`config.mk`:
```
export PLATFORM = sky130hd
export DESIGN_NAME = sltkg_top
export DESIGN_NICKNAME = d
export VERILOG_FILES = /design/src/sltkg_pkg.sv /design/src/sltkg_strobe.sv /design/src/sltkg_top.sv
export SDC_FILE = /design/constraint.sdc
export NUM_CORES = 1
export LEC_CHECK = 0
export ABC_CLOCK_PERIOD_IN_PS = 6600
export BUFFER_PORTS_ARGS = -buffer_cell sky130_fd_sc_hd__buf_2
export CAP_MARGIN = 30
export CORE_UTILIZATION = 30
export CTS_BUF_LIST = sky130_fd_sc_hd__clkbuf_8
export CTS_CLUSTER_SIZE = 30
export DETAILED_ROUTE_END_ITERATION = 12
export GPL_ROUTABILITY_DRIVEN = 1
export PLACE_DENSITY = 0.55
export REMOVE_ABC_BUFFERS = 1
export SYNTH_ARGS = -nofsm -noshare
export SYNTH_HDL_FRONTEND = slang
export SYNTH_SLANG_ARGS = --single-unit
```
`constraint.sdc`:
```
create_clock -name clk_sys -period 6.6 [get_ports clk_sys]
set_input_delay 0.66 -clock clk_sys [delete_from_list [all_inputs] [get_ports clk_sys]]
set_output_delay 0.66 -clock clk_sys [all_outputs]
set_load 0.05 [all_outputs]
```
`src/sltkg_pkg.sv`:
```
// constants shared by the synthesizer loader and amplifier key guard
// assumes a single 10 MHz system clock and a 32-bit apb register bus
package sltkg_pkg;

  // clock and link timing
  localparam int CLK_NS      = 100;
  localparam int STB_MIN_NS  = 450;
  localparam int STB_MAX_NS  = 1000;
  localparam int STB_MIN_CYC = (STB_MIN_NS + CLK_NS - 1) / CLK_NS;
  localparam int STB_MAX_CYC = STB_MAX_NS / CLK_NS;
  // middle of the window leaves margin at both ends
  localparam int STB_CYC     = (STB_MIN_CYC + STB_MAX_CYC) / 2;
  localparam int BURST_US    = 2000;
  localparam int BURST_CYC   = BURST_US * 1000 / CLK_NS;
  localparam int GAP_MIN_US  = 5000;
  localparam int GAP_MAX_US  = 10000;
  localparam int GAP_CYC     = (GAP_MIN_US + GAP_MAX_US) / 2 * 1000 / CLK_NS;
  localparam int XFERS       = 7;
  localparam int SETUP_CYC   = 2;
  localparam int CNT_W       = 24;

  // register byte offsets
  localparam logic [7:0] OFS_CTRL    = 8'h00;
  localparam logic [7:0] OFS_TX_WORD = 8'h04;
  localparam logic [7:0] OFS_RX_WORD = 8'h08;
  localparam logic [7:0] OFS_CHECK   = 8'h0c;
  localparam logic [7:0] OFS_STATUS  = 8'h10;
  localparam logic [7:0] OFS_INT_ST  = 8'h14;
  localparam logic [7:0] OFS_INT_MSK = 8'h18;

  // control fields
  localparam int CTRL_KEY  = 0;
  localparam int CTRL_LOAD = 1;
  localparam int CTRL_ANT  = 2;
  localparam int CTRL_W    = 3;

  // status fields
  localparam int ST_RX_LOCK = 0;
  localparam int ST_TX_LOCK = 1;
  localparam int ST_AMP_ON  = 2;
  localparam int ST_AMP_FUL = 3;
  localparam int ST_FS      = 4;
  localparam int ST_CFG_OK  = 5;
  localparam int ST_BUSY    = 6;
  localparam int ST_REMOTE  = 8;

  // interrupt fields
  localparam int INT_LOCKLOSS = 0;
  localparam int INT_BURST    = 1;
  localparam int INT_CHKFAIL  = 2;
  localparam int INT_REMOTE   = 3;
  localparam int INT_W        = 4;

  localparam logic [CTRL_W-1:0] CTRL_RST    = 3'h0;
  localparam logic [27:0]       WORD_RST    = 28'h0000000;
  localparam logic [3:0]        CHECK_RST   = 4'h0;
  localparam logic [INT_W-1:0]  INT_MSK_RST = 4'h0;

  typedef enum {S_IDLE, S_SETUP, S_STROBE, S_HOLD, S_GAP} sltkg_seq_t;

endpackage : sltkg_pkg

```
`src/sltkg_strobe.sv`:
```
// one synthesizer strobe: a fire pulse gives one high pulse of fixed width
// assumes fire is not repeated while the pulse is running
module sltkg_strobe
  import sltkg_pkg::*;
#(
  parameter int WIDTH = STB_CYC
) (
  input  wire logic clk_sys,
  input  wire logic nrst,
  input  wire logic fire,
  output logic      strobe,
  output logic      done
);
  logic [3:0] cnt;

  always_ff @(posedge clk_sys) begin
    if (!nrst) begin
      strobe <= 1'b0;
      cnt    <= 4'h0;
    end else if (fire && !strobe) begin
      strobe <= 1'b1;
      cnt    <= 4'(WIDTH - 1);
    end else if (strobe) begin
      if (cnt == 4'h0) strobe <= 1'b0;
      else cnt <= cnt - 4'h1;
    end
  end

  assign done = strobe && (cnt == 4'h0);

endmodule : sltkg_strobe

```
`src/sltkg_top.sv`:
```
// synthesizer loader and amplifier key guard, apb slave
// assumes status and remote inputs are synchronous to clk_sys
// Function
// - send load bursts of about 2 ms, spaced 5 to 10 ms apart
// - address and data lines change only inside a burst
// - synthesizers capture only on their own strobe pulse
// - exactly seven pulses on each strobe line per burst
// - each strobe pulse lasts 450 ns to 1 us
// - self-check stored configuration at power-up and on test switch
// - key output forced off while watchdog delayed reset is asserted
// - tx lock high during keying sets failsafe latch, ending key at once
// - key stays suppressed until all ptt ended and lock regained
// - latch cleared only by a fresh rising edge of key command
// - antenna relay driven from an options latch bit
// - remote command lines are open collector, pulled up here, read
// - four rf status inputs shown on front panel indicators
// - low on each rf status input means normal condition
module sltkg_top
  import sltkg_pkg::*;
#(
  parameter int BURST_CYCLES = BURST_CYC,
  parameter int GAP_CYCLES   = GAP_CYC,
  parameter int PTT_W        = 3
) (
  input  wire logic             clk_sys,
  input  wire logic             nrst,
  input  wire logic             psel,
  input  wire logic             penable,
  input  wire logic             pwrite,
  input  wire logic [7:0]       paddr,
  input  wire logic [31:0]      pwdata,
  output logic      [31:0]      prdata,
  output logic                  pready,
  output logic                  pslverr,
  output logic                  irq,
  input  wire logic             wd_delayed_rst_n,
  input  wire logic [PTT_W-1:0] ptt_req,
  input  wire logic             test_switch,
  input  wire logic             rx_lock_n,
  input  wire logic             tx_lock_n,
  input  wire logic             amp_active_n,
  input  wire logic             amp_full_output_n,
  input  wire logic [3:0]       remote_cmd_n,
  output logic      [3:0]       remote_pullup_en,
  output logic                  synth_addr_bit0,
  output logic                  synth_addr_bit1,
  output logic                  synth_addr_bit2,
  output logic                  synth_data_bit0,
  output logic                  synth_data_bit1,
  output logic                  synth_data_bit2,
  output logic                  synth_data_bit3,
  output logic                  tx_strobe,
  output logic                  rx_strobe,
  output logic                  amp_keying_out,
  output logic                  ant_relay_out,
  output logic                  led_rx_lock,
  output logic                  led_tx_lock,
  output logic                  led_amp_on,
  output logic                  led_amp_full
);
  localparam int SLOT = BURST_CYCLES / (2 * XFERS);

  function automatic logic [3:0] nib(input logic [27:0] w, input logic [2:0] i);
    nib = w[4*i +: 4];
  endfunction : nib

  // registers
  logic [CTRL_W-1:0] ctrl;
  logic [27:0]       tx_word;
  logic [27:0]       rx_word;
  logic [3:0]        check;
  logic [INT_W-1:0]  int_st;
  logic [INT_W-1:0]  int_msk;
  logic [INT_W-1:0]  ev;
  logic              wr_en;
  logic              rd_en;
  logic              addr_ok;

  // sequencer
  sltkg_seq_t        state;
  logic [CNT_W-1:0]  cnt;
  logic [2:0]        xfer;
  logic              half;
  logic [27:0]       tx_shadow;
  logic [27:0]       rx_shadow;
  logic [2:0]        addr_q;
  logic [3:0]        data_q;
  logic              fire_tx;
  logic              fire_rx;
  logic              done_tx;
  logic              done_rx;
  logic              slot_end;
  logic              last_half;
  logic              start_ok;

  // key guard and checks
  logic              cfg_ok;
  logic              chk_pending;
  logic              test_q;
  logic              key_q;
  logic              fs_latch;
  logic              fs_armed;
  logic              key_rise;
  logic              loss_now;
  logic              next_key;
  logic [3:0]        remote_q;
  logic [3:0]        sum;

  assign wr_en   = psel && penable && pready && pwrite;
  assign rd_en   = psel && penable && !pready;
  assign addr_ok = (paddr == OFS_CTRL) || (paddr == OFS_TX_WORD) || (paddr == OFS_RX_WORD) ||
                   (paddr == OFS_CHECK) || (paddr == OFS_STATUS) || (paddr == OFS_INT_ST) ||
                   (paddr == OFS_INT_MSK);

  // apb: one wait state, so read data and error come from flops
  always_ff @(posedge clk_sys) begin
    if (!nrst) begin
      pready  <= 1'b0;
      pslverr <= 1'b0;
      prdata  <= 32'h0;
    end else begin
      pready  <= rd_en;
      // only reads are refused; an unmapped write is dropped without error
      pslverr <= rd_en && !pwrite && !addr_ok;
      if (rd_en && !pwrite) begin
        unique case (paddr)
          OFS_CTRL:    prdata <= {29'h0, ctrl};
          OFS_TX_WORD: prdata <= {4'h0, tx_word};
          OFS_RX_WORD: prdata <= {4'h0, rx_word};
          OFS_CHECK:   prdata <= {28'h0, check};
          OFS_STATUS:  prdata <= {20'h0, remote_q, 1'b0, (state != S_IDLE), cfg_ok, fs_latch,
                                  led_amp_full, led_amp_on, led_tx_lock, led_rx_lock};
          OFS_INT_ST:  prdata <= {28'h0, int_st};
          OFS_INT_MSK: prdata <= {28'h0, int_msk};
          default:     prdata <= 32'h0;
        endcase
      end
    end
  end

  always_ff @(posedge clk_sys) begin
    if (!nrst) begin
      ctrl    <= CTRL_RST;
      tx_word <= WORD_RST;
      rx_word <= WORD_RST;
      check   <= CHECK_RST;
      int_msk <= INT_MSK_RST;
    end else if (wr_en) begin
      if (paddr == OFS_CTRL) ctrl <= pwdata[CTRL_W-1:0];
      if (paddr == OFS_TX_WORD) tx_word <= pwdata[27:0];
      if (paddr == OFS_RX_WORD) rx_word <= pwdata[27:0];
      if (paddr == OFS_CHECK) check <= pwdata[3:0];
      if (paddr == OFS_INT_MSK) int_msk <= pwdata[INT_W-1:0];
    end
  end

  // sticky events, set wins over a write-one clear in the same cycle
  always_ff @(posedge clk_sys) begin
    if (!nrst) begin
      int_st <= '0;
    end else begin
      int_st <= (int_st & ~((wr_en && paddr == OFS_INT_ST) ? pwdata[INT_W-1:0] : '0)) | ev;
    end
  end

  always_ff @(posedge clk_sys) begin
    if (!nrst) irq <= 1'b0;
    else irq <= |(int_st & int_msk);
  end

  // self-check: nibble sum of both stored words must match the check value
  always_comb begin
    sum = 4'h0;
    for (int i = 0; i < XFERS; i++) begin
      sum = sum + nib(tx_word, 3'(i)) + nib(rx_word, 3'(i));
    end
  end

  always_ff @(posedge clk_sys) begin
    if (!nrst) begin
      chk_pending <= 1'b1;
      cfg_ok      <= 1'b0;
      test_q      <= 1'b0;
    end else begin
      test_q <= test_switch;
      if (chk_pending || (test_switch && !test_q)) begin
        cfg_ok <= (sum == check);
      end
      chk_pending <= 1'b0;
    end
  end

  // burst sequencer
  assign start_ok  = ctrl[CTRL_LOAD] && cfg_ok;
  assign slot_end  = (cnt == CNT_W'(SLOT - 1));
  assign last_half = half && (xfer == 3'(XFERS - 1));
  assign fire_tx   = (state == S_SETUP) && (cnt == CNT_W'(SETUP_CYC - 1)) && !half;
  assign fire_rx   = (state == S_SETUP) && (cnt == CNT_W'(SETUP_CYC - 1)) && half;

  always_ff @(posedge clk_sys) begin
    if (!nrst) begin
      state     <= S_IDLE;
      cnt       <= '0;
      xfer      <= 3'h0;
      half      <= 1'b0;
      tx_shadow <= WORD_RST;
      rx_shadow <= WORD_RST;
    end else begin
      cnt <= cnt + CNT_W'(1);
      unique case (state)
        S_IDLE: begin
          cnt <= '0;
          if (start_ok) begin
            state     <= S_SETUP;
            xfer      <= 3'h0;
            half      <= 1'b0;
            tx_shadow <= tx_word;
            rx_shadow <= rx_word;
          end
        end
        S_SETUP: if (fire_tx || fire_rx) state <= S_STROBE;
        S_STROBE: if (done_tx || done_rx) state <= S_HOLD;
        S_HOLD: begin
          if (slot_end) begin
            cnt <= '0;
            if (last_half) begin
              state <= S_GAP;
            end else begin
              state <= S_SETUP;
              half  <= !half;
              if (half) xfer <= xfer + 3'h1;
            end
          end
        end
        S_GAP: begin
          if (cnt == CNT_W'(GAP_CYCLES - 1)) begin
            cnt   <= '0;
            state <= start_ok ? S_SETUP : S_IDLE;
            xfer  <= 3'h0;
            half  <= 1'b0;
            tx_shadow <= tx_word;
            rx_shadow <= rx_word;
          end
        end
      endcase
    end
  end

  // lines change only on entry to a setup slot, never in gap or strobe
  always_ff @(posedge clk_sys) begin
    if (!nrst) begin
      addr_q <= 3'h0;
      data_q <= 4'h0;
    end else if (state == S_SETUP && cnt == '0) begin
      addr_q <= xfer;
      data_q <= half ? nib(rx_shadow, xfer) : nib(tx_shadow, xfer);
    end
  end

  assign {synth_addr_bit2, synth_addr_bit1, synth_addr_bit0} = addr_q;
  assign {synth_data_bit3, synth_data_bit2, synth_data_bit1, synth_data_bit0} = data_q;

  sltkg_strobe #(.WIDTH(STB_CYC)) u_tx_stb (
    .clk_sys (clk_sys),
    .nrst    (nrst),
    .fire    (fire_tx),
    .strobe  (tx_strobe),
    .done    (done_tx)
  );

  sltkg_strobe #(.WIDTH(STB_CYC)) u_rx_stb (
    .clk_sys (clk_sys),
    .nrst    (nrst),
    .fire    (fire_rx),
    .strobe  (rx_strobe),
    .done    (done_rx)
  );

  // amplifier key guard
  assign key_rise = ctrl[CTRL_KEY] && !key_q;
  assign loss_now = amp_keying_out && tx_lock_n;
  assign next_key = ctrl[CTRL_KEY] && wd_delayed_rst_n && !fs_latch && !loss_now;

  always_ff @(posedge clk_sys) begin
    if (!nrst) begin
      key_q          <= 1'b0;
      fs_latch       <= 1'b0;
      fs_armed       <= 1'b0;
      amp_keying_out <= 1'b0;
    end else begin
      key_q          <= ctrl[CTRL_KEY];
      amp_keying_out <= next_key;
      if (loss_now) begin
        fs_latch <= 1'b1;
        fs_armed <= 1'b0;
      end else if (fs_latch) begin
        // a clear only counts once every ptt has ended and lock is back
        if (ptt_req == '0 && !tx_lock_n) fs_armed <= 1'b1;
        if (fs_armed && key_rise) fs_latch <= 1'b0;
      end
    end
  end

  // indicators, relay, remote lines
  always_ff @(posedge clk_sys) begin
    if (!nrst) begin
      led_rx_lock      <= 1'b0;
      led_tx_lock      <= 1'b0;
      led_amp_on       <= 1'b0;
      led_amp_full     <= 1'b0;
      ant_relay_out    <= 1'b0;
      remote_pullup_en <= 4'h0;
      remote_q         <= 4'h0;
    end else begin
      led_rx_lock      <= !rx_lock_n;
      led_tx_lock      <= !tx_lock_n;
      led_amp_on       <= !amp_active_n;
      led_amp_full     <= !amp_full_output_n;
      ant_relay_out    <= ctrl[CTRL_ANT];
      remote_pullup_en <= 4'hf;
      remote_q         <= ~remote_cmd_n;
    end
  end

  assign ev[INT_LOCKLOSS] = loss_now;
  assign ev[INT_BURST]    = (state == S_HOLD) && slot_end && last_half;
  assign ev[INT_CHKFAIL]  = (chk_pending || (test_switch && !test_q)) && (sum != check);
  assign ev[INT_REMOTE]   = remote_q != ~remote_cmd_n;

  // helper: tx strobe rises counted per burst
  logic [3:0] stb_cnt;
  logic       tx_prev;
  always_ff @(posedge clk_sys) begin
    if (!nrst) begin
      stb_cnt <= 4'h0;
      tx_prev <= 1'b0;
    end else begin
      tx_prev <= tx_strobe;
      if (state == S_GAP || state == S_IDLE) stb_cnt <= 4'h0;
      else if (tx_strobe && !tx_prev) stb_cnt <= stb_cnt + 4'h1;
    end
  end

  a_strobe_width: assert property (@(posedge clk_sys) disable iff (!nrst)
    $rose(tx_strobe) |-> tx_strobe [*7] ##1 !tx_strobe) else $error("tx strobe width wrong");
  a_seven_strobes: assert property (@(posedge clk_sys) disable iff (!nrst)
    (state == S_HOLD && slot_end && last_half) |-> stb_cnt == 4'h7)
    else $error("burst did not give seven strobes");
  a_gap_quiet: assert property (@(posedge clk_sys) disable iff (!nrst)
    (state == S_GAP) ##1 (state == S_GAP) |-> $stable({addr_q, data_q}))
    else $error("lines moved between bursts");
  a_stable_strobe: assert property (@(posedge clk_sys) disable iff (!nrst)
    (tx_strobe || rx_strobe) && $past(tx_strobe || rx_strobe) |-> $stable({addr_q, data_q}))
    else $error("lines moved during strobe");
  a_strobe_apart: assert property (@(posedge clk_sys) disable iff (!nrst)
    !(tx_strobe && rx_strobe)) else $error("both strobes high together");
  a_wd_blocks_key: assert property (@(posedge clk_sys) disable iff (!nrst)
    !wd_delayed_rst_n |=> !amp_keying_out) else $error("key during delayed reset");
  a_loss_ends_key: assert property (@(posedge clk_sys) disable iff (!nrst)
    amp_keying_out && tx_lock_n |=> !amp_keying_out && fs_latch)
    else $error("lock loss did not end key");
  a_latch_holds: assert property (@(posedge clk_sys) disable iff (!nrst)
    fs_latch && !key_rise |=> fs_latch) else $error("latch cleared without key edge");
  a_key_causes: assert property (@(posedge clk_sys) disable iff (!nrst)
    amp_keying_out |-> $past(ctrl[CTRL_KEY]) && $past(wd_delayed_rst_n) && !$past(fs_latch))
    else $error("key without its causes");
  a_led_normal: assert property (@(posedge clk_sys) disable iff (!nrst)
    $past(nrst) |-> led_tx_lock == !$past(tx_lock_n)) else $error("tx lock indicator wrong");

endmodule : sltkg_top

```
==> results.cfg <==
[timing]
min_period_over_period_pct = 81.8
clock_skew_ns = 0.0241
grt_setup_unrepaired = false
slew_headroom_pct = 37.9
setup_tns_ns = 0
setup_viol = 0
worst_pin_slew_ns = 0.932
final_max_slew_viol_count = 0
setup_ws_ns = 1.20
finalHoldViolations = 0
period_needed_ns = 5.40
fmax_mhz = 185

[finish]
final_cell_area_sq_um = 11900
multi_input_area_sq_um = 5370
register_area_sq_um = 4460
most-common-layout-cells = nand2_1 (268), dfxtp_1 (223), a21oi_1 (165)
layout-drive-gt1-share_pct = 15.7
diodes = 0
fillers = 3595
layout_commonest_cell = nand2_1
fin_util_pct = 35.6
nets = 1393
finalNonFillerCells = 1770
area_delta_synth_final_pct = 16.7

[global_routing]
antenna_found_initial = 0
first_global_vias = 8329
grtUsageTotal_pct = 16.1
grt-ovfl-total = 0
grt_max_degree = 102
grt_pass1_wl_um = 45100

[floorplanning]
rows = 67
io_pins = 112
core-area_sq_um = 33500
die_height_um = 187
dieArea_sq_um = 34900
die_w_um = 187
initial_core_util_pct = 30.5

[place]
dp_cells = 1701
globalplace.congestion = 0.776
hpwl_um = 18300
dp_slack_ns = 1.16
io_buffers = 103
post_dp_cell_area_sq_um = 11200

[cts]
numCtsBuffers = 40
postCtsHoldBufs = 0
cts_buffer_depth = 3
cts_tree = done
clkSinkCount = 223
h-tree-depth = 2
cts_resized = 0
post-cts-setup-buffers = 0
root_buffer = clkbuf_8
clkSlewWorstSetupHoldPaths_ns = 0.06
clkLatencyLatePin_ns = 0.56

[critical_path]
crit_required_ns = 7.10
crit_arrival_ns = 5.90
critPathMaxFanout = 4
slowest_delay_ns = 0.55
critPathKind = reg2reg
slowest_stage = fa_1
path_cells = fa_1, inv_1, fa_1, fa_1, fa_1, inv_1, fa_1, fa_1, inv_1, fa_1, xnor2_1, xnor2_1, xnor2_1, xnor3_1, a21boi_0, o21a_1
worst_setup_path_start_kind = register
cpMostUsedCell = fa_1
end_kind = register

[route]
post_drt_wl_per_cell_um = 15.8
wl_um = 28000
drtIter0Drc = 569
firstDrtPassIters = 5
drc_errors = 0
vias = 8480
antenna_left = 0
viasPerCell = 4.79

[flow_run]
drv_cap = 0

[yosys]
synth_flop_cell = dfxtp_1
synth_seq_cells = 223
syn_area_sq_um = 10200
avgSynthCellArea_sq_um = 8.50
yosysSeqAreaShare_pct = 43.6
yosysWarnings = 0
synth-edff-count = 0
yosysUniqueCellTypes = 56
syn_inst = 1204
synth-async-reset-ratio_pct = 0

[min_path]
worstHoldPathType = in2reg

[run_status]
status = completed

[power_and_ir_drop]
p_leak_uw = 0.00430
p_per_area_nw_per_um2 = 234
irDropWorstVdd_mv = 0.133
==> worst paths after layout <==
path | startpoint | end | slack (ns) | depth (start not counted)
worst min-delay path | amp_active_n | led_amp_on$_SDFF_PN0_ | 0.26 | 2
worst max register to register | tx_word[2]$_SDFFE_PN0P_ | int_st[2]$_SDFF_PN0_ | 1.20 | 16
worst min register to register | rx_shadow[4]$_SDFFE_PN0P_ | rx_shadow[4]$_SDFFE_PN0P_ | 0.45 | 2
worst max-delay path | tx_word[2]$_SDFFE_PN0P_ | int_st[2]$_SDFF_PN0_ | 1.20 | 16
==> synthesized netlist by cell type, types with 3 or more instances <==
cell type,count,share of area (%)
and3_1,11,0.67
clkbuf_1,51,1.9
o21ai_0,18,0.88
a21boi_0,3,0.22
or4_1,4,0.29
nand2_1,268,9.8
nand4_1,5,0.31
ha_1,14,1.7
nor2_1,119,4.4
nor3_1,11,0.54
mux4_2,12,2.6
and4_1,5,0.43
a22oi_1,30,2.2
xor2_1,18,1.5
nand3b_1,3,0.22
fa_1,26,5.1
nor4_1,9,0.55
xnor2_1,34,2.9
a21oi_1,165,8.1
a21o_1,3,0.22
a31oi_1,5,0.31
nand2b_1,8,0.49
buf_2,7,0.34
or3_1,6,0.37
nor2b_1,6,0.37
and2_1,6,0.37
nand3_1,19,0.93
mux2_2,4,0.44
or2_2,3,0.18
mux2i_1,29,2.8
dfxtp_1,223,44
buf_1,6,0.22
inv_1,35,1.3
buf_4,8,0.59
==> flip-flops by register name, indices dropped and copies added (netlist names), 4 cells and up <==
register,flops
data_q,4
remote_q,4
rx_shadow,28
rx_word,28
int_st,4
int_msk,4
check,4
cnt,24
prdata,28
u_tx_stb.cnt,4
tx_word,28
tx_shadow,28
u_rx_stb.cnt,4
==> layout make-up <==
cell class / count / share of cell area (%)
multi-input cells: 877 / 45.0
flip-flops and latches: 223 / 37.4
clock buffers: 49 / 5.65
repair buffers: 118 / 5.24
well taps: 448 / 4.69
inverters: 35 / 1.14
clock inverters: 20 / 0.953
==> critical path, delay by kind of cell (launching register included) <==
| kind | cells | cell delay (ns) |
|---|---|---|
| fa+ha+maj | 7 | 3.57 |
| xor+xnor | 4 | 0.93 |
| flops | 1 | 0.37 |
| compound gates | 2 | 0.31 |
| buf+inv | 3 | 0.17 |
==> per-stage QoR <==
step | hold slack [ns] | power, uW
floorplan | 0.433 | 1470
global placement | 0.440 | 1540
CTS | 0.229 | 2840
detailed placement | 0.443 | 1540
finish | 0.262 | 2800
global route | 0.250 | 2910
==> where the power goes <==
part / switching (uW) / internal [uW] / leakage, uW / total [uW]
clock network: 578 / 709 / 0.000458 / 1290
registers: 13.8 / 1360 / 0.00180 / 1370
logic: 96.2 / 44.0 / 0.00204 / 140
total: 688 / 2110 / 0.00430 / 2800
==> layer usage <==
layer / vias to the layer above / global-route usage [%] / part of all wire (%)
li1: 4250 / - / -
met1: 4002 / 21.4 / 46
met2: 188 / 26.9 / 48
met3: 40 / 2.80 / 4.5
met4: 0 / 4.70 / 1.8
met5: - / 0 / 0
==> logic make-up (layout without fill, tap and decap cells) <==
kind of cell    count (synthesis)  count (layout)  synth area share (%)
compound gates                242             242                  13.7
other cells                     1               4                0.0366
fa+ha+maj                      40              40                  6.80
flops                         223             223                  43.6
mux                            45              45                  5.92
xor+xnor                       54              54                  4.89
buf+inv                       107             222                  4.30
simple gates                  492             492                  20.8
Power figures use the tool's default switching activity.
